$ cat src/lgs_pkg.sv
// Purpose: Shared constants for the grayscale and scroll display control block
// Assumes: One 100 MHz clock, synchronous active-high reset
// Notes: Opcodes, parameter counts, reset values and timing counts live here
package lgs_pkg;

  // Command opcodes
  localparam logic [7:0] OP_GRAY = 8'hbc;
  localparam logic [7:0] OP_DUTY = 8'hca;
  localparam logic [7:0] OP_AREA = 8'haa;
  localparam logic [7:0] OP_START = 8'hab;
  localparam logic [7:0] OP_CONTRAST = 8'h81;
  localparam logic [7:0] OP_NORMAL = 8'ha6;
  localparam logic [7:0] OP_INVERSE = 8'ha7;
  localparam logic [7:0] OP_PART_ON = 8'ha8;
  localparam logic [7:0] OP_PART_OFF = 8'ha9;
  localparam logic [7:0] OP_DISP_ON = 8'haf;
  localparam logic [7:0] OP_DISP_OFF = 8'hae;
  localparam logic [7:0] OP_SLEEP_IN = 8'h95;
  localparam logic [7:0] OP_SLEEP_OUT = 8'h94;
  localparam logic [7:0] OP_OSC_ON = 8'hd1;
  localparam logic [7:0] OP_OSC_OFF = 8'hd2;
  localparam logic [7:0] OP_NOP = 8'h25;

  // Parameter bytes each command takes
  localparam logic [2:0] NPAR_GRAY = 3'h2;
  localparam logic [2:0] NPAR_DUTY = 3'h1;
  localparam logic [2:0] NPAR_AREA = 3'h4;
  localparam logic [2:0] NPAR_START = 3'h1;
  localparam logic [2:0] NPAR_CONTRAST = 3'h2;
  localparam logic [2:0] NPAR_PART = 3'h2;

  // Gray shading
  localparam logic [3:0] PWM_PERIOD = 4'hf;
  localparam logic [3:0] PWM_LAST = 4'he;
  localparam logic [3:0] PWM_WHITE = 4'h0;
  localparam logic [3:0] PWM_LIGHT_DEF = 4'h5;
  localparam logic [3:0] PWM_DARK_DEF = 4'ha;
  localparam logic [3:0] PWM_BLACK = 4'hf;
  localparam logic [1:0] FRC3_LAST = 2'h2;
  localparam logic [1:0] FRC4_LAST = 2'h3;

  // Scroll geometry
  localparam int LINES_PER_BLOCK_LOG2 = 2;
  localparam logic [5:0] BLOCK_TOP = 6'h00;
  localparam logic [5:0] BLOCK_BOTTOM = 6'h20;
  localparam logic [7:0] MUX_MAX_LINES = 8'h82;
  localparam logic [5:0] DUTY_CODE_MAX = 6'h20;

  // Reset values
  localparam logic [5:0] DUTY_RST = 6'h1f;
  localparam logic [5:0] CONTRAST_RST = 6'h20;
  localparam logic [2:0] GAIN_RST = 3'h0;
  localparam logic [1:0] SCROLL_TYPE_RST = 2'h0;

  typedef enum logic [1:0] {
    LGS_IDLE = 2'b00,
    LGS_PARAM = 2'b01
  } lgs_dec_type;

endpackage

$ cat src/lgs_shade.sv
// Purpose: Decides whether one pixel is dark in the current PWM count and frame
// Assumes: Counters supplied by the caller, pixel already inverted if needed
// Notes: Purely combinational; caller registers the result
`timescale 1ns/1ps
`default_nettype none
module lgs_shade
  import lgs_pkg::*;
(
  input wire logic [1:0] pixel_in,
  input wire logic gray_method_select_in,
  input wire logic pwm_custom_select_in,
  input wire logic [2:0] light_gray_count_field_in,
  input wire logic [2:0] dark_gray_delta_field_in,
  input wire logic frc_length_select_in,
  input wire logic [1:0] frc_pattern_select_in,
  input wire logic [3:0] pwm_count_in,
  input wire logic [1:0] frame_in,
  output logic dark_out
);

  logic [3:0] light_cnt;
  logic [4:0] dark_sum;
  logic [3:0] dark_cnt;
  logic [3:0] active;
  logic frc_light;
  logic frc_dark;

  always_comb begin
    // Field holds count minus one; dark is stacked on light
    light_cnt = {1'b0, light_gray_count_field_in} + 4'h1;
    dark_sum = {1'b0, light_cnt} + {2'b00, dark_gray_delta_field_in} + 5'h01;
    // Clamp guards a host that breaks the fifteen-count limit
    dark_cnt = (dark_sum > {1'b0, PWM_BLACK}) ? PWM_BLACK : dark_sum[3:0];
  end

  always_comb begin
    case (pixel_in)
      2'b00: active = PWM_WHITE;
      2'b01: active = pwm_custom_select_in ? light_cnt : PWM_LIGHT_DEF;
      2'b10: active = pwm_custom_select_in ? dark_cnt : PWM_DARK_DEF;
      default: active = PWM_BLACK;
    endcase
  end

  always_comb begin
    if (!frc_length_select_in) begin
      frc_light = (frame_in == 2'h0);
      frc_dark = (frame_in < 2'h2);
    end else begin
      case (frc_pattern_select_in)
        2'b01: begin
          frc_light = (frame_in == 2'h0) || (frame_in == 2'h2);
          frc_dark = (frame_in < 2'h3);
        end
        2'b10: begin
          frc_light = (frame_in == 2'h0);
          frc_dark = (frame_in == 2'h0) || (frame_in == 2'h2);
        end
        default: begin
          frc_light = (frame_in == 2'h0);
          frc_dark = (frame_in < 2'h3);
        end
      endcase
    end
  end

  always_comb begin
    if (!gray_method_select_in) begin
      dark_out = (pwm_count_in < active);
    end else begin
      // Each frame is all 0 or all 15 counts
      case (pixel_in)
        2'b00: dark_out = 1'b0;
        2'b01: dark_out = frc_light;
        2'b10: dark_out = frc_dark;
        default: dark_out = 1'b1;
      endcase
    end
  end

endmodule
`default_nettype wire

$ cat src/lgs_ctrl.sv
// Purpose: Command decoder, gray shading timing and area scroll state
// Assumes: Host bytes arrive one per strobe, synchronous to mclk_in
// Notes: Analog, RAM addressing and line inversion live elsewhere
//
// How it works
// - Gray method 0 shades by PWM over 15 counts.
// - Custom select 1 uses host counts, 0 uses fixed defaults.
// - Custom mode keeps white at 0 and black at 15 counts.
// - Light field is count minus one; dark field is delta minus one.
// - Default PWM counts are 0, 5, 10 and 15.
// - Gray method 1 uses frame rate shading, 0 or 15 per frame.
// - Length select 0 gives three frames with the fixed pattern.
// - Length select 1 gives four frames; pattern field picks full frames.
// - Area scroll takes top, bottom, count and type in that order.
// - Scroll type 00 center, 01 top, 10 bottom, 11 whole screen.
// - Top blocks count up from 0, bottom blocks down from highest.
// - One scroll block spans four display lines.
// - Scroll start sets start block; only after an area scroll.
// - Duty command selects multiplex from 1/4 to 1/128 or 1/130.
// - Contrast command loads six-bit contrast, 64 steps.
// - Contrast command also loads a three-bit regulator gain.
// - A6 normal display, A7 inverse display.
// - A8 with parameters enters partial display, A9 leaves it.
// - AF display on, AE off; off with entire display on saves power.
// - 95 enters sleep, 94 leaves it.
// - D1 enables oscillator, D2 disables; disabled after reset.
`timescale 1ns/1ps
`default_nettype none
module lgs_ctrl
  import lgs_pkg::*;
(
  input wire logic mclk_in,
  input wire logic sys_rst_in,
  input wire logic byte_valid_in,
  input wire logic byte_is_data_in,
  input wire logic [7:0] byte_in,
  input wire logic entire_display_on_in,
  input wire logic [1:0] pixel_in,
  output logic busy_out,
  output logic seg_dark_out,
  output logic [7:0] line_out,
  output logic [5:0] line_block_out,
  output logic [3:0] pwm_count_out,
  output logic [1:0] frame_out,
  output logic [5:0] duty_code_out,
  output logic [5:0] contrast_out,
  output logic [2:0] regulator_resistor_select_out,
  output logic [5:0] scroll_top_out,
  output logic [5:0] scroll_bottom_out,
  output logic [5:0] scroll_count_out,
  output logic [1:0] scroll_type_select_out,
  output logic [5:0] scroll_start_out,
  output logic [7:0] partial_start_out,
  output logic [7:0] partial_end_out,
  output logic partial_mode_out,
  output logic inverse_out,
  output logic display_on_out,
  output logic power_save_out,
  output logic sleep_out,
  output logic osc_enable_out
);

  ////////////////////////////////////////////////////////////////////////////
  // Command decoder

  lgs_dec_type state;
  logic [7:0] opcode;
  logic [2:0] par_idx;
  logic [2:0] par_need;
  logic [2:0] par_need_cur;
  logic take_cmd;
  logic take_par;
  logic par_last;
  logic area_set;

  logic gray_method_select;
  logic pwm_custom_select;
  logic [2:0] light_gray_count_field;
  logic [2:0] dark_gray_delta_field;
  logic frc_length_select;
  logic [1:0] frc_pattern_select;

  always_comb begin
    case (byte_in)
      OP_GRAY: par_need = NPAR_GRAY;
      OP_DUTY: par_need = NPAR_DUTY;
      OP_AREA: par_need = NPAR_AREA;
      OP_START: par_need = NPAR_START;
      OP_CONTRAST: par_need = NPAR_CONTRAST;
      OP_PART_ON: par_need = NPAR_PART;
      default: par_need = 3'h0;
    endcase
  end

  // Opcodes that arrive while parameters are pending are dropped
  assign take_cmd = byte_valid_in && !byte_is_data_in && (state == LGS_IDLE);
  assign take_par = byte_valid_in && byte_is_data_in && (state == LGS_PARAM);
  assign par_last = (par_idx == (par_need_cur - 3'h1));

  always_ff @(posedge mclk_in) begin
    if (sys_rst_in) begin
      state <= LGS_IDLE;
      opcode <= 8'h00;
      par_idx <= 3'h0;
      par_need_cur <= 3'h0;
    end else begin
      case (state)
        LGS_IDLE: begin
          if (take_cmd && (par_need != 3'h0)) begin
            state <= LGS_PARAM;
            opcode <= byte_in;
            par_idx <= 3'h0;
            par_need_cur <= par_need;
          end
        end
        LGS_PARAM: begin
          if (take_par) begin
            par_idx <= par_idx + 3'h1;
            if (par_last) begin
              state <= LGS_IDLE;
            end
          end
        end
        default: state <= LGS_IDLE;
      endcase
    end
  end

  always_ff @(posedge mclk_in) begin
    if (sys_rst_in) begin
      busy_out <= 1'b0;
    end else begin
      busy_out <= (state == LGS_IDLE) ? (take_cmd && (par_need != 3'h0))
                                      : !(take_par && par_last);
    end
  end

  ////////////////////////////////////////////////////////////////////////////
  // Gray settings

  always_ff @(posedge mclk_in) begin
    if (sys_rst_in) begin
      gray_method_select <= 1'b0;
      pwm_custom_select <= 1'b0;
      light_gray_count_field <= 3'h0;
      dark_gray_delta_field <= 3'h0;
      frc_length_select <= 1'b0;
      frc_pattern_select <= 2'h0;
    end else if (take_par && opcode == OP_GRAY) begin
      if (par_idx == 3'h0) begin
        light_gray_count_field <= byte_in[2:0];
        dark_gray_delta_field <= byte_in[5:3];
      end else begin
        gray_method_select <= byte_in[0];
        frc_length_select <= byte_in[1];
        frc_pattern_select <= byte_in[3:2];
        pwm_custom_select <= byte_in[4];
      end
    end
  end

  ////////////////////////////////////////////////////////////////////////////
  // Area scroll, duty, contrast, partial area

  always_ff @(posedge mclk_in) begin
    if (sys_rst_in) begin
      scroll_top_out <= BLOCK_TOP;
      scroll_bottom_out <= BLOCK_BOTTOM;
      scroll_count_out <= BLOCK_BOTTOM;
      scroll_type_select_out <= SCROLL_TYPE_RST;
      scroll_start_out <= BLOCK_TOP;
      area_set <= 1'b0;
    end else if (take_par && opcode == OP_AREA) begin
      case (par_idx)
        3'h0: begin
          scroll_top_out <= byte_in[5:0];
          // Start follows top until a scroll start arrives
          scroll_start_out <= byte_in[5:0];
        end
        3'h1: scroll_bottom_out <= byte_in[5:0];
        3'h2: scroll_count_out <= byte_in[5:0];
        default: begin
          scroll_type_select_out <= byte_in[1:0];
          area_set <= 1'b1;
        end
      endcase
    end else if (take_par && opcode == OP_START && area_set) begin
      scroll_start_out <= byte_in[5:0];
    end
  end

  always_ff @(posedge mclk_in) begin
    if (sys_rst_in) begin
      duty_code_out <= DUTY_RST;
    end else if (take_par && opcode == OP_DUTY) begin
      // Codes above the top step all mean the 130-line duty
      duty_code_out <= (byte_in[5:0] > DUTY_CODE_MAX) ? DUTY_CODE_MAX
                                                     : byte_in[5:0];
    end
  end

  always_ff @(posedge mclk_in) begin
    if (sys_rst_in) begin
      contrast_out <= CONTRAST_RST;
      regulator_resistor_select_out <= GAIN_RST;
    end else if (take_par && opcode == OP_CONTRAST) begin
      if (par_idx == 3'h0) begin
        contrast_out <= byte_in[5:0];
      end else begin
        regulator_resistor_select_out <= byte_in[2:0];
      end
    end
  end

  always_ff @(posedge mclk_in) begin
    if (sys_rst_in) begin
      partial_start_out <= 8'h00;
      partial_end_out <= 8'h00;
      partial_mode_out <= 1'b0;
    end else if (take_par && opcode == OP_PART_ON) begin
      if (par_idx == 3'h0) begin
        partial_start_out <= byte_in;
      end else begin
        partial_end_out <= byte_in;
        partial_mode_out <= 1'b1;
      end
    end else if (take_cmd && byte_in == OP_PART_OFF) begin
      partial_mode_out <= 1'b0;
    end
  end

  ////////////////////////////////////////////////////////////////////////////
  // Single-byte mode commands

  always_ff @(posedge mclk_in) begin
    if (sys_rst_in) begin
      inverse_out <= 1'b0;
      display_on_out <= 1'b0;
      power_save_out <= 1'b0;
      sleep_out <= 1'b1;
      osc_enable_out <= 1'b0;
    end else if (take_cmd) begin
      case (byte_in)
        OP_NORMAL: inverse_out <= 1'b0;
        OP_INVERSE: inverse_out <= 1'b1;
        OP_DISP_ON: begin
          display_on_out <= 1'b1;
          power_save_out <= 1'b0;
        end
        OP_DISP_OFF: begin
          display_on_out <= 1'b0;
          power_save_out <= entire_display_on_in;
        end
        OP_SLEEP_IN: sleep_out <= 1'b1;
        OP_SLEEP_OUT: sleep_out <= 1'b0;
        OP_OSC_ON: osc_enable_out <= 1'b1;
        OP_OSC_OFF: osc_enable_out <= 1'b0;
        default: begin
          // NOP and unknown opcodes change nothing
        end
      endcase
    end
  end

  ////////////////////////////////////////////////////////////////////////////
  // Shading timing: PWM count, line, frame

  logic running;
  logic [7:0] mux_lines;
  logic [1:0] frame_last;
  logic line_wrap;
  logic pwm_wrap;

  // Timing stops with no oscillator or in sleep, as the panel would
  assign running = osc_enable_out && !sleep_out;
  assign pwm_wrap = (pwm_count_out == PWM_LAST);
  assign line_wrap = pwm_wrap && ((line_out + 8'h01) >= mux_lines);
  assign frame_last = frc_length_select ? FRC4_LAST : FRC3_LAST;

  always_comb begin
    if (duty_code_out == DUTY_CODE_MAX) begin
      mux_lines = MUX_MAX_LINES;
    end else begin
      mux_lines = {duty_code_out[5:0] + 6'h01, 2'b00};
    end
  end

  always_ff @(posedge mclk_in) begin
    if (sys_rst_in) begin
      pwm_count_out <= 4'h0;
    end else if (running) begin
      pwm_count_out <= pwm_wrap ? 4'h0 : pwm_count_out + 4'h1;
    end
  end

  always_ff @(posedge mclk_in) begin
    if (sys_rst_in) begin
      line_out <= 8'h00;
      line_block_out <= 6'h00;
    end else if (running && pwm_wrap) begin
      line_out <= line_wrap ? 8'h00 : line_out + 8'h01;
      line_block_out <= line_wrap ? 6'h00
                                  : 6'((line_out + 8'h01) >> LINES_PER_BLOCK_LOG2);
    end
  end

  always_ff @(posedge mclk_in) begin
    if (sys_rst_in) begin
      frame_out <= 2'h0;
    end else if (running && line_wrap) begin
      frame_out <= (frame_out >= frame_last) ? 2'h0 : frame_out + 2'h1;
    end
  end

  ////////////////////////////////////////////////////////////////////////////
  // Pixel drive

  logic [1:0] shade_pixel;
  logic shade_dark;
  logic in_partial;

  // Inverse swaps white with black and light with dark
  assign shade_pixel = inverse_out ? ~pixel_in : pixel_in;
  assign in_partial = !partial_mode_out ||
                      ((line_out >= partial_start_out) && (line_out <= partial_end_out));

  lgs_shade u_shade (
    .pixel_in(shade_pixel),
    .gray_method_select_in(gray_method_select),
    .pwm_custom_select_in(pwm_custom_select),
    .light_gray_count_field_in(light_gray_count_field),
    .dark_gray_delta_field_in(dark_gray_delta_field),
    .frc_length_select_in(frc_length_select),
    .frc_pattern_select_in(frc_pattern_select),
    .pwm_count_in(pwm_count_out),
    .frame_in(frame_out),
    .dark_out(shade_dark)
  );

  always_ff @(posedge mclk_in) begin
    if (sys_rst_in) begin
      seg_dark_out <= 1'b0;
    end else begin
      seg_dark_out <= shade_dark && display_on_out && running && in_partial;
    end
  end

endmodule
`default_nettype wire

$ cat config.mk
export PLATFORM = sky130hd
export DESIGN_NAME = lgs_ctrl
export DESIGN_NICKNAME = d
export VERILOG_FILES = /design/src/lgs_pkg.sv /design/src/lgs_shade.sv /design/src/lgs_ctrl.sv
export SDC_FILE = /design/constraint.sdc
export NUM_CORES = 1
export LEC_CHECK = 0
export BUFFER_PORTS_ARGS = -buffer_cell sky130_fd_sc_hd__buf_2
export CORE_MARGIN = 2
export CORE_UTILIZATION = 50
export CTS_CLUSTER_SIZE = 12
export DETAILED_ROUTE_END_ITERATION = 7
export PLACE_DENSITY_LB_ADDON = 0.05
export SLEW_MARGIN = 20
export SYNTH_ARGS = -nofsm -noshare
export SYNTH_HDL_FRONTEND = slang
export SYNTH_HIERARCHICAL = 1
export SYNTH_SLANG_ARGS = --single-unit
$ cat constraint.sdc
create_clock -name mclk_in -period 2.7 [get_ports mclk_in]
set_clock_uncertainty 0.05 [all_clocks]
set_input_delay 0.135 -clock mclk_in [delete_from_list [all_inputs] [get_ports mclk_in]]
set_output_delay 0.135 -clock mclk_in [all_outputs]
set_load 0.1 [all_outputs]
==> run summary, run 1 <==
R2R setup slack: -0.31 ns
Clk root buf: clkbuf_8
Crit Path Max Fanout: 5
Async set-or-reset flop fraction in the synthesized netlist: 0%
Max-slew headroom: 48.9%
Syn Nets: 669
EDFF count, synth: 0
Sequential Area: 2150 um2
Hold_ws: 0.0279 ns
Most frequent cells in the layout: 99 x buf_2, 91 x dfxtp_1, 89 x nor2_1, 72 x mux2i_1, 34 x inv_1
DR vias/cell: 5.50
Worst-Skew Late Latency: 0.39 ns
Max VDD drop: 0.316 mV
Largest area contributor in the netlist: dfxtp_1
N_diodes: 0
Drt first pass iters: 4
# setup viols final: 1
Critical Path RT: 2.95 ns
Area contributors post-synth: dfxtp_1 38%, mux2i_1 13%, ha_1 8.7%, nor2_1 6.0%, inv_1 2.4%
# IOs: 100
CTS Buf Count: 9
Htree depth: 3
Non-filler cells, final: 867
HPWL Detailed: 10200 um
Worst flop-to-flop path startpoint: light_gray_count_field[0]
CTS tree: yes
Leading cell type in the layout, fill and taps excluded: buf_2
Crit end category: register
PwrDens: 402 nW/um2
Main flop type after synthesis: dfxtp_1
Max Root-Sink Buffers: 2
Worst Hold Launch: entire_display_on_in
Initial Util: 51.5%
Slew Limit Fails: 0
Synth Warn #: 6
Setup crit start kind: register
Leakage: 3.03 nW
CTS clk-pin slew, worst paths: 0.10 ns
R2r worst-path depth: 15
Worst hold path depth: 4
Synth unique cells: 67
Setup WS post-layout: -0.313 ns
CTS sink count: 106
Synth Instances: 614
GR Util All Layers: 24.6%
Grt ovf: 0
DR DRC count: 0
Reg-to-Reg End: seg_dark_out
Die Area: 12000 um2
Rows: 38
Hold buffers post-CTS: 0
Final period util: 112%
Multi-input logic area: 3320 um2
Crit path time final: 3.01 ns
Die height: 110 um
Placed Cells: 840
Total core area: 10800 um2
Crit Path Class: register to register
Routed WL: 14200 um
Initial DRC Count: 241
Post-synth top area share: 38.0%
Area delta synth->final: 20.5%
Initial antenna violation count: 0
Layout fillers: 949
Hold Crit Class: input port to register
Failing checks: setup timing
WL per Instance: 16.4 um
Worst Path Arrival: 3.26 ns
Pin count of the biggest net entering global routing: 40
Unrepaired setup endpoints after global routing: yes
Max Fclk: 332 MHz
I/O Buffers: 99
MaxCap Viol Count: 0
Nets: 777
Die W: 110 um
Dpl ws: -0.250 ns
Total negative slack: -0.313 ns
Final hold violations: 0
Layout cells sized above 1: 27.5%
Routed Antenna Nets: 0
Synthesis-stage register bit count: 106
CP Launch Point: light_gray_count_field[0]
Number of global-route vias before repair: 4500
Syn_area_per_cell: 9.09 um2
Pwr Total: 2.70 mW
Via count: 4766
Sequential area share after synthesis: 38.0%
Min-Delay Endpoint: power_save_out
Status: complete, but fails checks
First-pass GRT wire length: 22700 um
Cell Area, Synth: 5580 um2
Placer Congestion: 0.881
Worst slew pin tran: 0.764 ns
-- final cells by class --
| cell class | instances | area share [%] |
|---|---|---|
| Multi-Input combinational cell | 438 | 49.3 |
| Timing Repair Buffer | 131 | 10.9 |
| Tap cell | 140 | 2.61 |
| Inverter | 36 | 2.08 |
| Sequential cell | 106 | 32.0 |
| Clock buffer | 10 | 2.05 |
| Clock inverter | 6 | 0.968 |
-- flip-flops by register name, indices dropped and copies added (netlist names), 8 cells and up --
name,count
opcode,8
partial_start_out,8
partial_end_out,8
line_out,8
-- worst max-delay path, cell delays in order (launching register included) --
cell       delay (ns)
dfxtp_4          0.38
ha_4             0.29
ha_4             0.20
nor2b_4          0.12
o21a_1           0.17
or3_1            0.30
a21o_1           0.17
a21oi_2          0.19
ha_4             0.23
a211oi_2         0.17
nand2_1          0.08
o2bb2ai_2        0.11
nand2_1          0.08
nor3_2           0.14
o21ai_1          0.08
nor3_1           0.18
-- cell families (layout without fill, tap and decap cells) --
logic type / Yosys count / in the layout / share of synthesized area [%]
adders and majority gates: 40 / 40 / 9.11
xor gates and xnor gates: 19 / 19 / 2.98
DFF: 106 / 106 / 38.0
buffers and inverters: 70 / 183 / 5.34
muxes: 74 / 74 / 13.3
AOI/OAI and AO/OA: 83 / 83 / 10.9
and+or+nand+nor: 222 / 222 / 20.3
-- worst max-delay path by stage --
stage              endpoint  depth (start not counted)
6_report       seg_dark_out                         15
5_1_grt        seg_dark_out                         15
4_1_cts        seg_dark_out                         15
3_5_place_dp   seg_dark_out                         15
3_3_place_gp   seg_dark_out                         15
2_1_floorplan  seg_dark_out                         15
-- metrics by stage --
stage	area (um2)	util, %
floorplan	5650	-
global placement	6320	58.3
detailed placement	6320	58.3
CTS	6520	60.2
global route	6720	62.0
finish	6720	62.0
-- cells in the mapped netlist, types with 2 or more instances --
cell / n
or4_1: 2
xor2_1: 11
a22o_1: 7
nand3_1: 16
dfxtp_1: 106
a21oi_1: 13
and3b_1: 2
xnor2_1: 8
ha_1: 39
nor2b_1: 12
nand2_1: 32
o21a_1: 4
a211o_1: 3
nor4bb_1: 2
nor3_2: 4
o31ai_1: 3
o41ai_1: 2
or3_1: 4
mux2i_1: 72
nor4b_1: 3
clkbuf_1: 24
buf_1: 2
nor3_1: 12
and2_1: 4
inv_1: 36
a21o_1: 6
nor3b_1: 2
nor2_1: 89
nand4b_1: 3
o2111ai_1: 3
buf_4: 6
a311o_1: 5
o21ai_0: 17
a31oi_1: 2
nand4_1: 9
a211oi_1: 3
nand2b_1: 7
and3_1: 8
a22oi_1: 3
-- power by group --
group	leakage (nW)	internal, mW	switching (mW)
registers	0.858	1.56	0.000918
logic	2.06	0.0366	0.0923
clock network	0.103	0.456	0.561
-- per-layer routing --
layer | GRT usage [%] | share of wire (%)
met5 | 0 | 0
met1 | 31.0 | 45
met3 | 3.56 | 3.5
met2 | 41.8 | 49
met4 | 10.6 | 2.3
-- repair_timing --
item	in CTS	in global routing
gates cloned	0	0
setup buffers	0	11
setup endpoints to repair	3	11
gates resized for setup	1	23
pin swaps	2	13
Power figures use the tool's default switching activity.
==> run 2, diff against run 1 <==
Settings changed: CORE_UTILIZATION 50 to 45, CTS_BUF_LIST set to sky130_fd_sc_hd__clkbuf_16.
==> run 2 against run 1 <==
Net effect:
- the run still ends with setup timing left
- largest power group unchanged
- critical path depth unchanged
- total power up 10%
- worst hold slack better by 0.049 ns
- critical endpoint unchanged
==> run summary, run 2 (synthesis results as in run 1) <==
R2R setup slack: -0.31 ns (about the same)
CTS Buf Count: 9 (unchanged)
Reg-to-Reg End: seg_dark_out
Placed Cells: 871 (+3.7%)
Crit-path max cell delay: 0.36 ns (-0.02 ns)
Max Fclk: 332 MHz (about the same)
Nets: 773 (-0.51%)
MaxCap Viol Count: 0 (unchanged)
Htree depth: 3 (unchanged)
Most frequent cells in the layout: 99 x buf_2, 91 x dfxtp_1, 88 x nor2_1, 72 x mux2i_1
Worst slew pin tran: 0.793 ns (+0.0288 ns)
Final hold violations: 0 (unchanged)
Slew Limit Fails: 0 (unchanged)
Number of global-route vias before repair: 4552 (+1.2%)
Crit Path Max Fanout: 4 (-1)
Drt first pass iters: 5 (+1)
Area delta synth->final: 21.4%
Placer Congestion: 0.814 (-7.7%)
Clk root buf: clkbuf_16
Max-slew headroom: 47.0% (-1.9 points)
Via count: 4743 (-0.48%)
PwrDens: 440 nW/um2 (+9.4%)
Critical path cell sequence: ha_4 -> ha_4 -> nor2b_1 -> o21a_1 -> or3_1 -> a21o_1 -> a21oi_2 -> ha_4 -> a211oi_2 -> nand2_1 -> o2bb2ai_2 -> nand2_1 -> nor3_2 -> o21ai_1 -> nor3_1
Hold_ws: 0.0768 ns (+0.0488 ns)
First-pass GRT wire length: 23500 um (+3.8%)
Total core area: 12100 um2 (+11%)
Non-filler cells, final: 891 (+2.8%)
Leading cell type in the layout, fill and taps excluded: buf_2
Pin count of the biggest net entering global routing: 31 (-23%)
Bufs and invs on worst path: 0 (unchanged)
Critical Path RT: 2.92 ns (-0.03 ns)
Max Root-Sink Buffers: 2 (unchanged)
Routed WL: 14700 um (+3.5%)
Crit end category: register
DR vias/cell: 5.32 (-3.2%)
Worst flop-to-flop path startpoint: light_gray_count_field[0]
CP endpoint: seg_dark_out
Worst Path Arrival: 3.23 ns (-0.03 ns)
CTS sink count: 106 (unchanged)
CP Launch Point: light_gray_count_field[0]
Setup WS post-layout: -0.310 ns (+0.00221 ns)
CP Depth: 15 (unchanged)
Post-route cell area: 6770 um2 (+0.69%)
Unrepaired setup endpoints after global routing: yes
R2r worst-path depth: 15 (unchanged)
Setup crit start kind: register
I/O Buffers: 99 (unchanged)
Rows: 40 (+5.3%)
Initial DRC Count: 273 (+13%)
CP delay by family, top: compound AO/OA/AOI/OAI gates
Most common cell on crit path: ha_4
Die Area: 13300 um2 (+11%)
Status: complete, but fails checks
Grt ovf: 0 (unchanged)
Initial Util: 46.3% (-5.2 points)
Dpl ws: -0.340 ns (-0.0895 ns)
Layout cells sized above 1: 26.6% (-0.95 points)
CTS clk-pin slew, worst paths: 0.07 ns (-0.03 ns)
Die height: 115 um (+5.2%)
Crit Path Class: register to register
Leakage: 3.04 nW (+0.50%)
# setup viols final: 1 (unchanged)
DR DRC count: 0 (unchanged)
Die W: 115 um (+5.2%)
# IOs: 100 (unchanged)
Final core occ: 56.1% (-5.9 points)
Initial antenna violation count: 0 (unchanged)
GR Util All Layers: 22.8% (-1.8 points)
CTS tree: yes
Post-DP Area: 6380 um2 (+0.91%)
Failing checks: setup timing
Routed Antenna Nets: 0 (unchanged)
Final period util: 111% (about the same)
HPWL Detailed: 10700 um (+4.3%)
Hold Crit Class: input port to register
N_diodes: 0 (unchanged)
Critical path's slowest cell: dfxtp_4
Max VDD drop: 0.312 mV (-0.99%)
Worst-Skew Late Latency: 0.35 ns (-0.04 ns)
WL per Instance: 16.5 um (+0.72%)
Hold buffers post-CTS: 0 (unchanged)
Crit path time final: 3.01 ns (-0.00221 ns)
==> run 2: cell types whose count changed in the layout (fill, tap and decap cells not counted), sizes merged <==
cell / delta
inv: +1
clkbuf: -1
buf: -4
==> run 2: layer usage <==
layer  track usage [%]  wire (um)  vias up
met5                 0          0        -
met4              8.43        306        0
met3              3.80        614       20
met2              38.5       7090      112
met1              29.2       6680     2254
li1                  -          -     2357
==> run 2: area by class of cell <==
class,count,area [um2]
clock buffer,9,225
clock inverter,7,60.1
fill,1121,5290
inverter,36,135
multi-input combinational,438,3280
sequential,106,2150
tap,168,210
timing repair buffer,127,706
==> run 2: worst reg2reg max path: cells and delay by family (launching register included) <==
kind / cells / cell delay [ns]
compound gates: 6 / 0.92
simple gates: 6 / 0.89
fa+ha+maj: 3 / 0.71
flops: 1 / 0.36
==> run 2: report_power, final <==
part / switching [mW] / leakage [nW] / total, mW / internal [mW]
Sequential: 0.000894 / 0.858 / 1.56 / 1.56
Clock: 0.577 / 0.142 / 1.29 / 0.709
Combinational: 0.0957 / 2.04 / 0.134 / 0.0386
Total: 0.674 / 3.04 / 2.98 / 2.31
==> run 2: how the worst min path moves through the flow <==
stage,from,end,slack (ns),cells past startpoint
after floorplan,byte_in[6],partial_end_out[6],0.23,2
after global placement,power_save_out,power_save_out,0.39,2
after detailed placement,power_save_out,power_save_out,0.40,2
after CTS,entire_display_on_in,power_save_out,0.07,4
after global routing,entire_display_on_in,power_save_out,0.08,4
final,entire_display_on_in,power_save_out,0.08,4
==> run 2: metrics by stage <==
step           total power [mW]  setup TNS (ns)
6_report                   2.98          -0.310
5_1_grt                    3.11          -0.496
4_1_cts                    3.02          -0.307
3_5_place_dp               1.73          -0.380
3_3_place_gp               1.73          -0.185
2_1_floorplan              1.67         -0.0885
==> run 2: repair_timing <==
| item | 4_1_cts | 5_1_grt |
|---|---|---|
| resized for setup | 5 | 12 |
| pin swaps | 4 | 10 |
| endpoints found under the hold margin | 0 | 0 |
| endpoints found under the setup margin | 7 | 11 |
| setup buffers | 0 | 4 |
